### src/rtl/mcar_pkg.sv
// Shared constants, field layouts and helpers for the monitor config block.
// Assumes a single 50 MHz clock and a register port driven by the bus slave.
//
// Contract
// [RL1] Pin one select: alert, gpio in, out, slow
// [RL2] Pin zero select bits 9:8, same codes
// [RL3] Slow pin high forces 8 sps mode
// [RL4] Slow function overrides every other sample setting
// [RL5] GPIO pin data held in bus settings
// [RL6] Average code selects rolling length, two reserved
// [RL7] Adaptive accumulation active only while slow high
// [RL8] Accumulator source: power, sense or bus
// [RL9] Auto refresh after each conversion cycle
// [RL10] Manual refresh ignored while auto refresh on
// [RL11] Auto modes: off, clear refresh, keep refresh
// [RL12] Host disables auto refresh before config changes
// [RL13] Active range image, upper nibble zero
// [RL14] Sense range codes: unipolar, bipolar, half
// [RL15] Bus range codes: unipolar, bipolar, half
// [RL16] Pin zero routing enables, unused bits zero
// [RL17] Routing writes wait for next refresh
// [RL18] Routing drives pin only in alert function
// [RL19] Conversion done pulse high for 5 us
// [RL20] Full alerts fire on overflow or limit
// [RL21] Host enables alerts before routing them
// [RL22] Config staged, activated by manual refresh only
// [RL23] Pending copy written, active copy loaded
package mcar_pkg;
    // ****************
    // Register map
    // ****************
    localparam logic [7:0] A_CTRL      = 8'h01;
    localparam logic [7:0] A_RANGE     = 8'h03;
    localparam logic [7:0] A_GPIO      = 8'h04;
    localparam logic [7:0] A_CTRL_ACT  = 8'h17;
    localparam logic [7:0] A_RANGE_ACT = 8'h18;
    localparam logic [7:0] A_ROUTE     = 8'h19;

    typedef struct packed {
        logic [3:0] smode;
        logic [1:0] fn1;
        logic [1:0] fn0;
        logic [2:0] avg;
        logic       aa;
        logic [1:0] src;
        logic [1:0] auto_rf;
    } mcar_ctrl_t;

    typedef struct packed {
        logic [1:0] vs;
        logic [1:0] vb;
    } mcar_range_t;

    localparam logic [15:0] CTRL_RST   = 16'h2520;
    localparam logic [3:0]  RANGE_RST  = 4'h0;
    localparam logic [15:0] ROUTE_RST  = 16'h0000;
    localparam logic [15:0] ROUTE_MASK = 16'h3ffe;
    localparam int          ROUTE_CC   = 1;

    typedef enum logic [1:0] {
        FN_ALERT = 2'h0,
        FN_GIN   = 2'h1,
        FN_GOUT  = 2'h2,
        FN_SLOW  = 2'h3
    } mcar_fn_t;

    localparam logic [1:0] AR_OFF  = 2'h0;
    localparam logic [1:0] AR_LIM  = 2'h1;
    localparam logic [1:0] AR_LIMV = 2'h2;
    localparam logic [1:0] RK_V    = 2'h1;
    localparam logic [3:0] SMODE_SLOW   = 4'h5;
    localparam logic [3:0] SMODE_SS_AVG = 4'h7;

    // ****************
    // Timing
    // ****************
    localparam int CLK_MHZ      = 50;
    localparam int CC_PULSE_NS  = 5000;
    localparam int CC_PULSE_CYC = CC_PULSE_NS * CLK_MHZ / 1000;

    // Rolling average length, reserved codes fall back to 8
    function automatic logic [7:0] avg_len(input logic [2:0] code);
        case (code)
            3'h0: avg_len = 8'h04;
            3'h1: avg_len = 8'h08;
            3'h2: avg_len = 8'h10;
            3'h3: avg_len = 8'h20;
            3'h5: avg_len = 8'h40;
            3'h7: avg_len = 8'h80;
            default: avg_len = 8'h08;
        endcase
    endfunction
endpackage

### src/rtl/mcar_avg.sv
// Sample window counter for single-shot average auto refresh.
// Assumes sample pulses last one clock.
module mcar_avg (
    input  wire logic       clk,
    input  wire logic       rst_n,
    input  wire logic [7:0] len,
    input  wire logic       sample,
    input  wire logic       clr,
    output logic            done
);
    logic [7:0] cnt_q;

    always_ff @(posedge clk or negedge rst_n) begin
        if (!rst_n) begin
            cnt_q <= 8'h00;
            done  <= 1'b0;
        end else begin
            done <= 1'b0;
            if (clr) begin
                cnt_q <= 8'h00;
            end else if (sample) begin
                if (cnt_q + 8'h01 >= len) begin
                    cnt_q <= 8'h00;
                    done  <= 1'b1; // RL9
                end else begin
                    cnt_q <= cnt_q + 8'h01;
                end
            end
        end
    end
endmodule

### src/rtl/mcar_pin.sv
// One multifunction pin: synchroniser, function decode and done pulse.
// Assumes alert level and done event come from logic on the same clock.
module mcar_pin
    import mcar_pkg::*;
(
    input  wire logic       clk,
    input  wire logic       rst_n,
    input  wire logic [1:0] fn,
    input  wire logic       alert_lvl,
    input  wire logic       cc_evt,
    input  wire logic       cc_en,
    input  wire logic       gpio_out,
    input  wire logic       pin_i,
    output logic            pin_o,
    output logic            pin_oe,
    output logic            pin_lvl,
    output logic            slow_hi
);
    logic       s1_q;
    logic       s2_q;
    logic [8:0] cc_q;

    always_ff @(posedge clk or negedge rst_n) begin
        if (!rst_n) begin
            s1_q <= 1'b0;
            s2_q <= 1'b0;
        end else begin
            s1_q <= pin_i;
            s2_q <= s1_q;
        end
    end

    // Done pulse, only in alert function
    always_ff @(posedge clk or negedge rst_n) begin
        if (!rst_n) begin
            cc_q <= 9'h000;
        end else if (cc_evt && cc_en && fn == FN_ALERT) begin
            cc_q <= 9'(CC_PULSE_CYC); // RL19
        end else if (cc_q != 9'h000) begin
            cc_q <= cc_q - 9'h001;
        end
    end

    always_ff @(posedge clk or negedge rst_n) begin
        if (!rst_n) begin
            pin_o  <= 1'b0;
            pin_oe <= 1'b0;
        end else begin
            pin_oe <= (fn == FN_ALERT) || (fn == FN_GOUT); // RL1
            if (fn == FN_GOUT)
                pin_o <= gpio_out; // RL5
            else
                pin_o <= (fn == FN_ALERT) && (alert_lvl || cc_q != 9'h000); // RL18
        end
    end

    assign pin_lvl = s2_q;
    assign slow_hi = (fn == FN_SLOW) && s2_q; // RL3

    property p_cc_pulse;
        @(posedge clk) disable iff (!rst_n)
        cc_evt && cc_en && fn == FN_ALERT ##1 fn == FN_ALERT |=> pin_o && pin_oe;
    endproperty
    a_cc_pulse: assert property (p_cc_pulse) // RL19
        else $error("done pulse not driven");

    property p_no_drive;
        @(posedge clk) disable iff (!rst_n)
        fn == FN_SLOW || fn == FN_GIN |=> !pin_oe;
    endproperty
    a_no_drive: assert property (p_no_drive) // RL18
        else $error("pin driven outside output function");
endmodule

### src/rtl/mcar_top.sv
// Config staging, range image and alert routing of the power monitor.
// Assumes a bus slave decodes host transfers into the register port,
// and that the converter and accumulator report events on this clock.
module mcar_top
    import mcar_pkg::*;
(
    input  wire logic        sys_clk,
    input  wire logic        rst_n,
    input  wire logic        reg_wr,
    input  wire logic        reg_rd,
    input  wire logic [7:0]  reg_addr,
    input  wire logic [15:0] reg_wdata,
    output logic [15:0]      reg_rdata,
    input  wire logic        refresh_req,
    input  wire logic [1:0]  refresh_kind,
    input  wire logic        conv_done,
    input  wire logic        sample_done,
    input  wire logic [9:0]  limit_alerts,
    input  wire logic        accumulator_full_route,
    input  wire logic        acc_at_limit,
    input  wire logic        cnt_ovf,
    input  wire logic        cnt_at_limit,
    input  wire logic        pin0_i,
    output logic             pin0_o,
    output logic             pin0_oe,
    input  wire logic        pin1_i,
    output logic             pin1_o,
    output logic             pin1_oe,
    output logic [3:0]       sample_mode,
    output logic             slow_active,
    output logic             adapt_accum,
    output logic [1:0]       acc_source,
    output logic [2:0]       avg_code,
    output logic [1:0]       sense_range,
    output logic [1:0]       bus_range,
    output logic             refresh_pulse,
    output logic             accum_clear
);
    // ****************
    // Reset release
    // ****************
    logic rs1_q;
    logic rst_s_n;

    always_ff @(posedge sys_clk or negedge rst_n) begin
        if (!rst_n) begin
            rs1_q   <= 1'b0;
            rst_s_n <= 1'b0;
        end else begin
            rs1_q   <= 1'b1;
            rst_s_n <= rs1_q;
        end
    end

    // ****************
    // Declarations
    // ****************
    mcar_ctrl_t  ctrl_pend_q;
    mcar_ctrl_t  ctrl_act_q;
    mcar_range_t range_pend_q;
    mcar_range_t range_act_q;
    logic [15:0] route_pend_q;
    logic [15:0] route_act_q;
    logic [1:0]  gpio_out_q;
    logic        auto_on;
    logic        man_exec;
    logic        auto_exec;
    logic        win_done;
    logic        man_clear;
    logic        auto_clear;
    logic [15:0] alert_vec;
    logic        alert0_lvl;
    logic        pin0_lvl;
    logic        pin1_lvl;
    logic        slow0_hi;
    logic        slow1_hi;
    logic        slow_any;
    logic [15:0] rdata_d;

    // ****************
    // Refresh control
    // ****************
    // Auto field takes hold at once, so the host can leave auto mode
    assign auto_on = ctrl_pend_q.auto_rf != AR_OFF;

    assign man_exec = refresh_req && !auto_on; // RL10

    assign auto_exec = auto_on &&
        ((ctrl_act_q.smode == SMODE_SS_AVG) ? win_done : conv_done); // RL9

    assign man_clear = man_exec && refresh_kind != RK_V;

    assign auto_clear = auto_exec && ctrl_pend_q.auto_rf == AR_LIM; // RL11

    mcar_avg u_avg (
        .clk    (sys_clk),
        .rst_n  (rst_s_n),
        .len    (avg_len(ctrl_act_q.avg)), // RL6
        .sample (sample_done),
        .clr    (refresh_pulse),
        .done   (win_done)
    );

    always_ff @(posedge sys_clk or negedge rst_s_n) begin
        if (!rst_s_n) begin
            refresh_pulse <= 1'b0;
            accum_clear   <= 1'b0;
        end else begin
            refresh_pulse <= man_exec || auto_exec;
            accum_clear   <= man_clear || auto_clear; // RL11
        end
    end

    // ****************
    // Control staging
    // ****************
    always_ff @(posedge sys_clk or negedge rst_s_n) begin
        if (!rst_s_n) begin
            ctrl_pend_q <= CTRL_RST;
        end else if (reg_wr && reg_addr == A_CTRL) begin
            ctrl_pend_q <= reg_wdata; // RL23
        end
    end

    // Limited refreshes never activate pending settings
    always_ff @(posedge sys_clk or negedge rst_s_n) begin
        if (!rst_s_n) begin
            ctrl_act_q <= CTRL_RST;
        end else if (man_exec) begin
            ctrl_act_q <= ctrl_pend_q; // RL22
        end
    end

    // ****************
    // Range staging
    // ****************
    always_ff @(posedge sys_clk or negedge rst_s_n) begin
        if (!rst_s_n) begin
            range_pend_q <= RANGE_RST;
        end else if (reg_wr && reg_addr == A_RANGE) begin
            range_pend_q <= reg_wdata[3:0]; // RL23
        end
    end

    always_ff @(posedge sys_clk or negedge rst_s_n) begin
        if (!rst_s_n) begin
            range_act_q <= RANGE_RST;
        end else if (man_exec) begin
            range_act_q <= range_pend_q; // RL13
        end
    end

    // ****************
    // Alert routing
    // ****************
    always_ff @(posedge sys_clk or negedge rst_s_n) begin
        if (!rst_s_n) begin
            route_pend_q <= ROUTE_RST;
        end else if (reg_wr && reg_addr == A_ROUTE) begin
            route_pend_q <= reg_wdata & ROUTE_MASK; // RL16
        end
    end

    always_ff @(posedge sys_clk or negedge rst_s_n) begin
        if (!rst_s_n) begin
            route_act_q <= ROUTE_RST;
        end else if (man_exec) begin
            route_act_q <= route_pend_q; // RL17
        end
    end

    // Full alerts fire on wrap or on reaching the set limit
    assign alert_vec = {2'h0, limit_alerts,
                        accumulator_full_route || acc_at_limit,
                        cnt_ovf || cnt_at_limit, 2'h0}; // RL20

    assign alert0_lvl = |(alert_vec & route_act_q);

    // ****************
    // GPIO data
    // ****************
    always_ff @(posedge sys_clk or negedge rst_s_n) begin
        if (!rst_s_n) begin
            gpio_out_q <= 2'b00;
        end else if (reg_wr && reg_addr == A_GPIO) begin
            gpio_out_q <= reg_wdata[1:0]; // RL5
        end
    end

    // ****************
    // Pins
    // ****************
    mcar_pin u_pin0 (
        .clk       (sys_clk),
        .rst_n     (rst_s_n),
        .fn        (ctrl_act_q.fn0), // RL2
        .alert_lvl (alert0_lvl),
        .cc_evt    (conv_done),
        .cc_en     (route_act_q[ROUTE_CC]), // RL19
        .gpio_out  (gpio_out_q[0]),
        .pin_i     (pin0_i),
        .pin_o     (pin0_o),
        .pin_oe    (pin0_oe),
        .pin_lvl   (pin0_lvl),
        .slow_hi   (slow0_hi)
    );

    // Second pin has no routing here, so it only idles low as alert
    mcar_pin u_pin1 (
        .clk       (sys_clk),
        .rst_n     (rst_s_n),
        .fn        (ctrl_act_q.fn1), // RL1
        .alert_lvl (1'b0),
        .cc_evt    (conv_done),
        .cc_en     (1'b0),
        .gpio_out  (gpio_out_q[1]),
        .pin_i     (pin1_i),
        .pin_o     (pin1_o),
        .pin_oe    (pin1_oe),
        .pin_lvl   (pin1_lvl),
        .slow_hi   (slow1_hi)
    );

    assign slow_any = slow0_hi || slow1_hi;

    // ****************
    // Active settings out
    // ****************
    // Slow override beats every mode, triggered ones included
    always_ff @(posedge sys_clk or negedge rst_s_n) begin
        if (!rst_s_n) begin
            sample_mode <= CTRL_RST[15:12];
            slow_active <= 1'b0;
            adapt_accum <= 1'b0;
        end else begin
            sample_mode <= slow_any ? SMODE_SLOW : ctrl_act_q.smode; // RL3 RL4
            slow_active <= slow_any; // RL3
            adapt_accum <= slow_any && ctrl_act_q.aa; // RL7
        end
    end

    always_ff @(posedge sys_clk or negedge rst_s_n) begin
        if (!rst_s_n) begin
            acc_source  <= CTRL_RST[3:2];
            avg_code    <= CTRL_RST[7:5];
            sense_range <= RANGE_RST[3:2];
            bus_range   <= RANGE_RST[1:0];
        end else begin
            acc_source  <= ctrl_act_q.src; // RL8
            avg_code    <= ctrl_act_q.avg; // RL6
            sense_range <= range_act_q.vs; // RL14
            bus_range   <= range_act_q.vb; // RL15
        end
    end

    // ****************
    // Read mux
    // ****************
    always_comb begin
        rdata_d = 16'h0000;
        case (reg_addr)
            A_CTRL:      rdata_d = ctrl_pend_q;
            A_CTRL_ACT:  rdata_d = {ctrl_act_q[15:2], ctrl_pend_q.auto_rf};
            A_RANGE:     rdata_d = {12'h000, range_pend_q};
            A_RANGE_ACT: rdata_d = {12'h000, range_act_q}; // RL13
            A_ROUTE:     rdata_d = route_pend_q; // RL16
            A_GPIO:      rdata_d = {14'h0,
                             (ctrl_act_q.fn1 == FN_GIN) ? pin1_lvl : gpio_out_q[1],
                             (ctrl_act_q.fn0 == FN_GIN) ? pin0_lvl : gpio_out_q[0]};
            default:     rdata_d = 16'h0000;
        endcase
    end

    always_ff @(posedge sys_clk or negedge rst_s_n) begin
        if (!rst_s_n) begin
            reg_rdata <= 16'h0000;
        end else if (reg_rd) begin
            reg_rdata <= rdata_d;
        end
    end

    // ****************
    // Checks
    // ****************
    property p_manual_ignored;
        @(posedge sys_clk) disable iff (!rst_s_n)
        auto_on && refresh_req |=> $stable(ctrl_act_q) && $stable(route_act_q);
    endproperty
    a_manual_ignored: assert property (p_manual_ignored) // RL10
        else $error("manual refresh acted in auto mode");

    property p_route_held;
        @(posedge sys_clk) disable iff (!rst_s_n)
        !man_exec |=> $stable(route_act_q);
    endproperty
    a_route_held: assert property (p_route_held) // RL17
        else $error("routing changed without refresh");

    property p_activate;
        @(posedge sys_clk) disable iff (!rst_s_n)
        man_exec |=> ctrl_act_q == $past(ctrl_pend_q) && refresh_pulse;
    endproperty
    a_activate: assert property (p_activate) // RL22
        else $error("refresh did not activate settings");

    property p_range_image;
        @(posedge sys_clk) disable iff (!rst_s_n)
        reg_rd && reg_addr == A_RANGE_ACT |=> reg_rdata[15:4] == 12'h000;
    endproperty
    a_range_image: assert property (p_range_image) // RL13
        else $error("range image upper bits set");

    property p_route_bits;
        @(posedge sys_clk) disable iff (!rst_s_n)
        reg_rd && reg_addr == A_ROUTE |=> reg_rdata[15:14] == 2'b00 && !reg_rdata[0];
    endproperty
    a_route_bits: assert property (p_route_bits) // RL16
        else $error("routing unused bits set");

    property p_slow_mode;
        @(posedge sys_clk) disable iff (!rst_s_n)
        slow_any |=> slow_active && sample_mode == SMODE_SLOW;
    endproperty
    a_slow_mode: assert property (p_slow_mode) // RL3
        else $error("slow pin did not force 8 sps");

    property p_adapt;
        @(posedge sys_clk) disable iff (!rst_s_n)
        adapt_accum |-> slow_active;
    endproperty
    a_adapt: assert property (p_adapt) // RL7
        else $error("adaptive accumulation without slow");

    property p_keep_refresh;
        @(posedge sys_clk) disable iff (!rst_s_n)
        auto_exec && ctrl_pend_q.auto_rf == AR_LIMV |=> refresh_pulse && !accum_clear;
    endproperty
    a_keep_refresh: assert property (p_keep_refresh) // RL11
        else $error("keep refresh cleared accumulator");
endmodule

### config.mk
export PLATFORM = sky130hd
export DESIGN_NAME = mcar_top
export DESIGN_NICKNAME = d
export VERILOG_FILES = /design/src/rtl/mcar_pkg.sv /design/src/rtl/mcar_avg.sv /design/src/rtl/mcar_pin.sv /design/src/rtl/mcar_top.sv
export SDC_FILE = /design/constraint.sdc
export NUM_CORES = 1
export LEC_CHECK = 0
export BUFFER_PORTS_ARGS = -buffer_cell sky130_fd_sc_hd__buf_2
export CORE_ASPECT_RATIO = 0.5
export CORE_MARGIN = 4
export CORE_UTILIZATION = 55
export CTS_CLUSTER_DIAMETER = 40
export DETAILED_ROUTE_END_ITERATION = 10
export GPL_TIMING_DRIVEN = 0
export PLACE_DENSITY = 0.75
export SKIP_CTS_REPAIR_TIMING = 1
export SYNTH_ARGS = -nofsm -noshare
export SYNTH_HDL_FRONTEND = slang
export SYNTH_SLANG_ARGS = --single-unit
export TNS_END_PERCENT = 100
### constraint.sdc
create_clock -name sys_clk -period 4.8 [get_ports sys_clk]
set_input_delay 0.24 -clock sys_clk [delete_from_list [all_inputs] [get_ports sys_clk]]
set_output_delay 0.24 -clock sys_clk [all_outputs]
set_load 0.005 [all_outputs]
==> impl_results.md <==
- Most common cell after layout, fill and taps aside: dfrtp_1
- Most frequent cells in the layout: dfrtp_1, nand2_1, buf_2
- Synth-to-Final Area Change: 21.7%
- Largest net degree at the start of global routing: 70
- Clock buffer depth: 2
- Clock latency on the worst-skew pair: 0.42 ns
- Final min period: roughly 2.7 ns
- CP max stage cell: dfrtp_1
- Final TNS setup: 0 ns
- Total CTS buffers: 17
- Clock sink count: 136
- GP Congestion: approximately 0.86
- FF-to-FF path depth: 11
- H-tree Lvls: 4
- Slew HR: about two fifths
- CP cell instances: ha_1, nand3_1, nor2_1, xor2_1, ha_1, a21o_1, a221oi_1, and3b_1, clkbuf_1, o21ai_0, nand2_1
- FP Rows: 26
- Post-route cell area: a little over 7000 µm²
- Tot Pwr: about 0.0029 W
- HP Class: in -> reg
- GRT Total Usage: 23.9%
- DP Worst Slack: about 2.2 ns
- Worst path bufs/invs: 1
- Startpoint types: flop
- Root Buffer: clkbuf_16
- RSZ-0062 raised after global routing: false
- Post-synthesis cell type count: 55
- Largest family of logic cells by synthesized area: simple AND/OR/NAND/NOR gates
- Simple-Gate Fraction of Synth Area: 17.7%
- Crit-path max FO: 8
- R2R Setup Slk: 2.09 ns
- Compound-gate portion of the synthesized area: about 8.3%
- Hold Fails Final Rpt: 0
- Maximum VDD drop: 0.000291 V
- Clock transition at path regs: 0.06 ns
- CP required: 5.15 ns
- Mux cell area share after synthesis: around 9%
- Pwr dens: a little over 400 nW/µm²
- Initial drt markers: about 350
- Initial antenna violation count: 0
- HPWL after detailed placement: a little under 10,000 µm
- Layout cells sized above 1: 27.4%
- Syn_nets: approximately 590
- Crit path top cell by count: ha_1
- CP endpoint kind: flop
- Die Wd: about 150 µm
- Async set-or-reset flop fraction in the synthesized netlist: 100%
- Seq cells post-synth: about 140
- CTS tree: yes
- Core Region: ~10,000 µm²
- IO Port Bufs: 84
- P_leak: approximately 3.5 nW
- Worst EP arrival: approximately 3 ns
- Hold worst-path end: ctrl_pend_q[14]$_DFFE_PN0P_
- DR vias: roughly 4,400
- Hold depth: 2
- Clk_skew: between 0.009 and 0.01 ns
- Vias per inst: approximately 5.6
- Initial core utilization: a little under three fifths
- Worst reg2reg startpoint: u_avg.cnt_q[1]$_DFFE_PN0P_
- Register area share after synthesis: approximately three fifths
- Die height: about 81 µm
- Synth area leader: dfrtp_1
- WS Path Type: reg -> reg
- Worst-Margin Slew: around 0.87 ns
- Final slew viol count: 0
- First-pass GRT wire length: ~23,000 µm
- Outcome: finished clean
- Worst setup margin: roughly 2.1 ns
- Fin Hold WS: 0.0577 ns
- CP startpoint: u_avg.cnt_q[1]$_DFFE_PN0P_
- Post-Synth XOR/XNOR Area: 2.24%
- Final WL: around 14,000 µm
- Worst reg2reg endpoint: u_avg.cnt_q[2]$_DFFE_PN0P_
- Worst min-delay path startpoint: reg_wdata[14]
- Mapped cell area: ~5900 µm²
- First-pass DRT Iterations: 5
- Post-Synth Adder-Cell Area: under 10%
- ANT cells: 0
- Count of final setup violators: 0
- YS warnings: 0
- Max-cap violations: 0
- Top post-synthesis cells by area: dfrtp_1, nand2_1, mux2_2, dfstp_2, mux2_4
- # IOs: 86
- Synth Flop Type: dfrtp_1
- Yosys top cell area share: a little over half
- Mean post-synth cell area: between 10 and 15 µm²
- Ratio of final minimum period to clock period: 56.4%
- Synth Instances: 530
- Post-synth EDFFs: 0
- Die ar.: around 12,000 µm²
- Congestion Overflow GR: 0
- Top delay family on crit path: compound AO/OA/AOI/OAI gates
- Vias in the first global route: around 4,400
- DRC: 0
- Final net count: 695
- DR WL/cell: ~18 µm
- # fillers: 784
- Number of nets with antenna violations after routing: 0
- Critical Path Max Stage Delay: approximately 0.40 ns
- Fmax: between 300 and 400 MHz
- DP Area: around 6500 µm²
layer usage:
layer  up-vias  GRT usage (%)  wire (µm)
li1       2058              -          -
met4         0           8.55        201
met1      2141           33.3       6320
met5         -              0          0
met3        20           6.23       1050
met2       174           36.8       6380
how the worst max path moves through the flow:
stage,to,slack (ns),depth (start not counted)
after floorplan,acc_source[0]$_DFF_PN0_,0.75,0
after global placement,u_pin1.cc_q[7]$_DFFE_PN0N_,-0.64,0
after detailed placement,u_avg.cnt_q[2]$_DFFE_PN0P_,2.18,9
after CTS,u_avg.cnt_q[2]$_DFFE_PN0P_,2.14,11
after global routing,u_avg.cnt_q[0]$_DFFE_PN0P_,1.87,10
final,u_avg.cnt_q[2]$_DFFE_PN0P_,2.09,11
area by class of cell:
type                       instances  area, µm²  area share [%]
timing repair buffer              88        478            6.71
sequential                       136       3420            48.0
tap                              140        175            2.46
multi-input combinational        361       2290            32.2
buffer                            21        101            1.42
clock inverter                    14        175            2.46
clock buffer                      18        439            6.16
inverter                          12       45.0           0.632
state kept, by name, indices dropped and copies added, names as in the netlist, 2 cells and up:
name          flops
ctrl_pend_q      16
u_pin0.cc_q       9
avg_code          3
route_act_q      13
reg_rdata        16
route_pend_q     13
sense_range       2
u_pin1.cc_q       9
range_pend_q      4
u_avg.cnt_q       8
sample_mode       4
bus_range         2
range_act_q       4
acc_source        2
gpio_out_q        2
ctrl_act_q       14
kinds of logic (layout without fill, tap and decap cells):
| logic type | count (synthesis) | in the layout |
|---|---|---|
| adders and majority gates | 9 | 9 |
| xor gates and xnor gates | 15 | 15 |
| other | 1 | 1 |
| DFF | 136 | 136 |
| and+or+nand+nor | 220 | 220 |
| muxes | 44 | 44 |
| AOI/OAI and AO/OA | 72 | 72 |
| buffers and inverters | 33 | 153 |
through the flow:
step	std cells	utilization, %
detailed placement	755	63.0
finish	790	69.3
CTS	787	69.0
floorplan	530	-
global placement	754	62.7
global route	790	69.3
synth_stat cells (10+ instances only):
master,number
dfrtp_1,126
o21ai_0,12
inv_1,12
mux2_2,26
mux2_4,10
xnor2_1,10
nand3_1,13
dfstp_2,10
nor2b_1,10
nand2_1,117
clkbuf_1,15
a22oi_1,14
a21oi_1,14
nor2_1,36
where the power goes:
group,switching (W),internal [W],leakage (nW)
Combinational,0.000139,0.000118,1.50
Clock,0.000500,0.000832,0.281
Sequential,0.0000821,0.00124,1.77
Power figures use the tool's default switching activity.
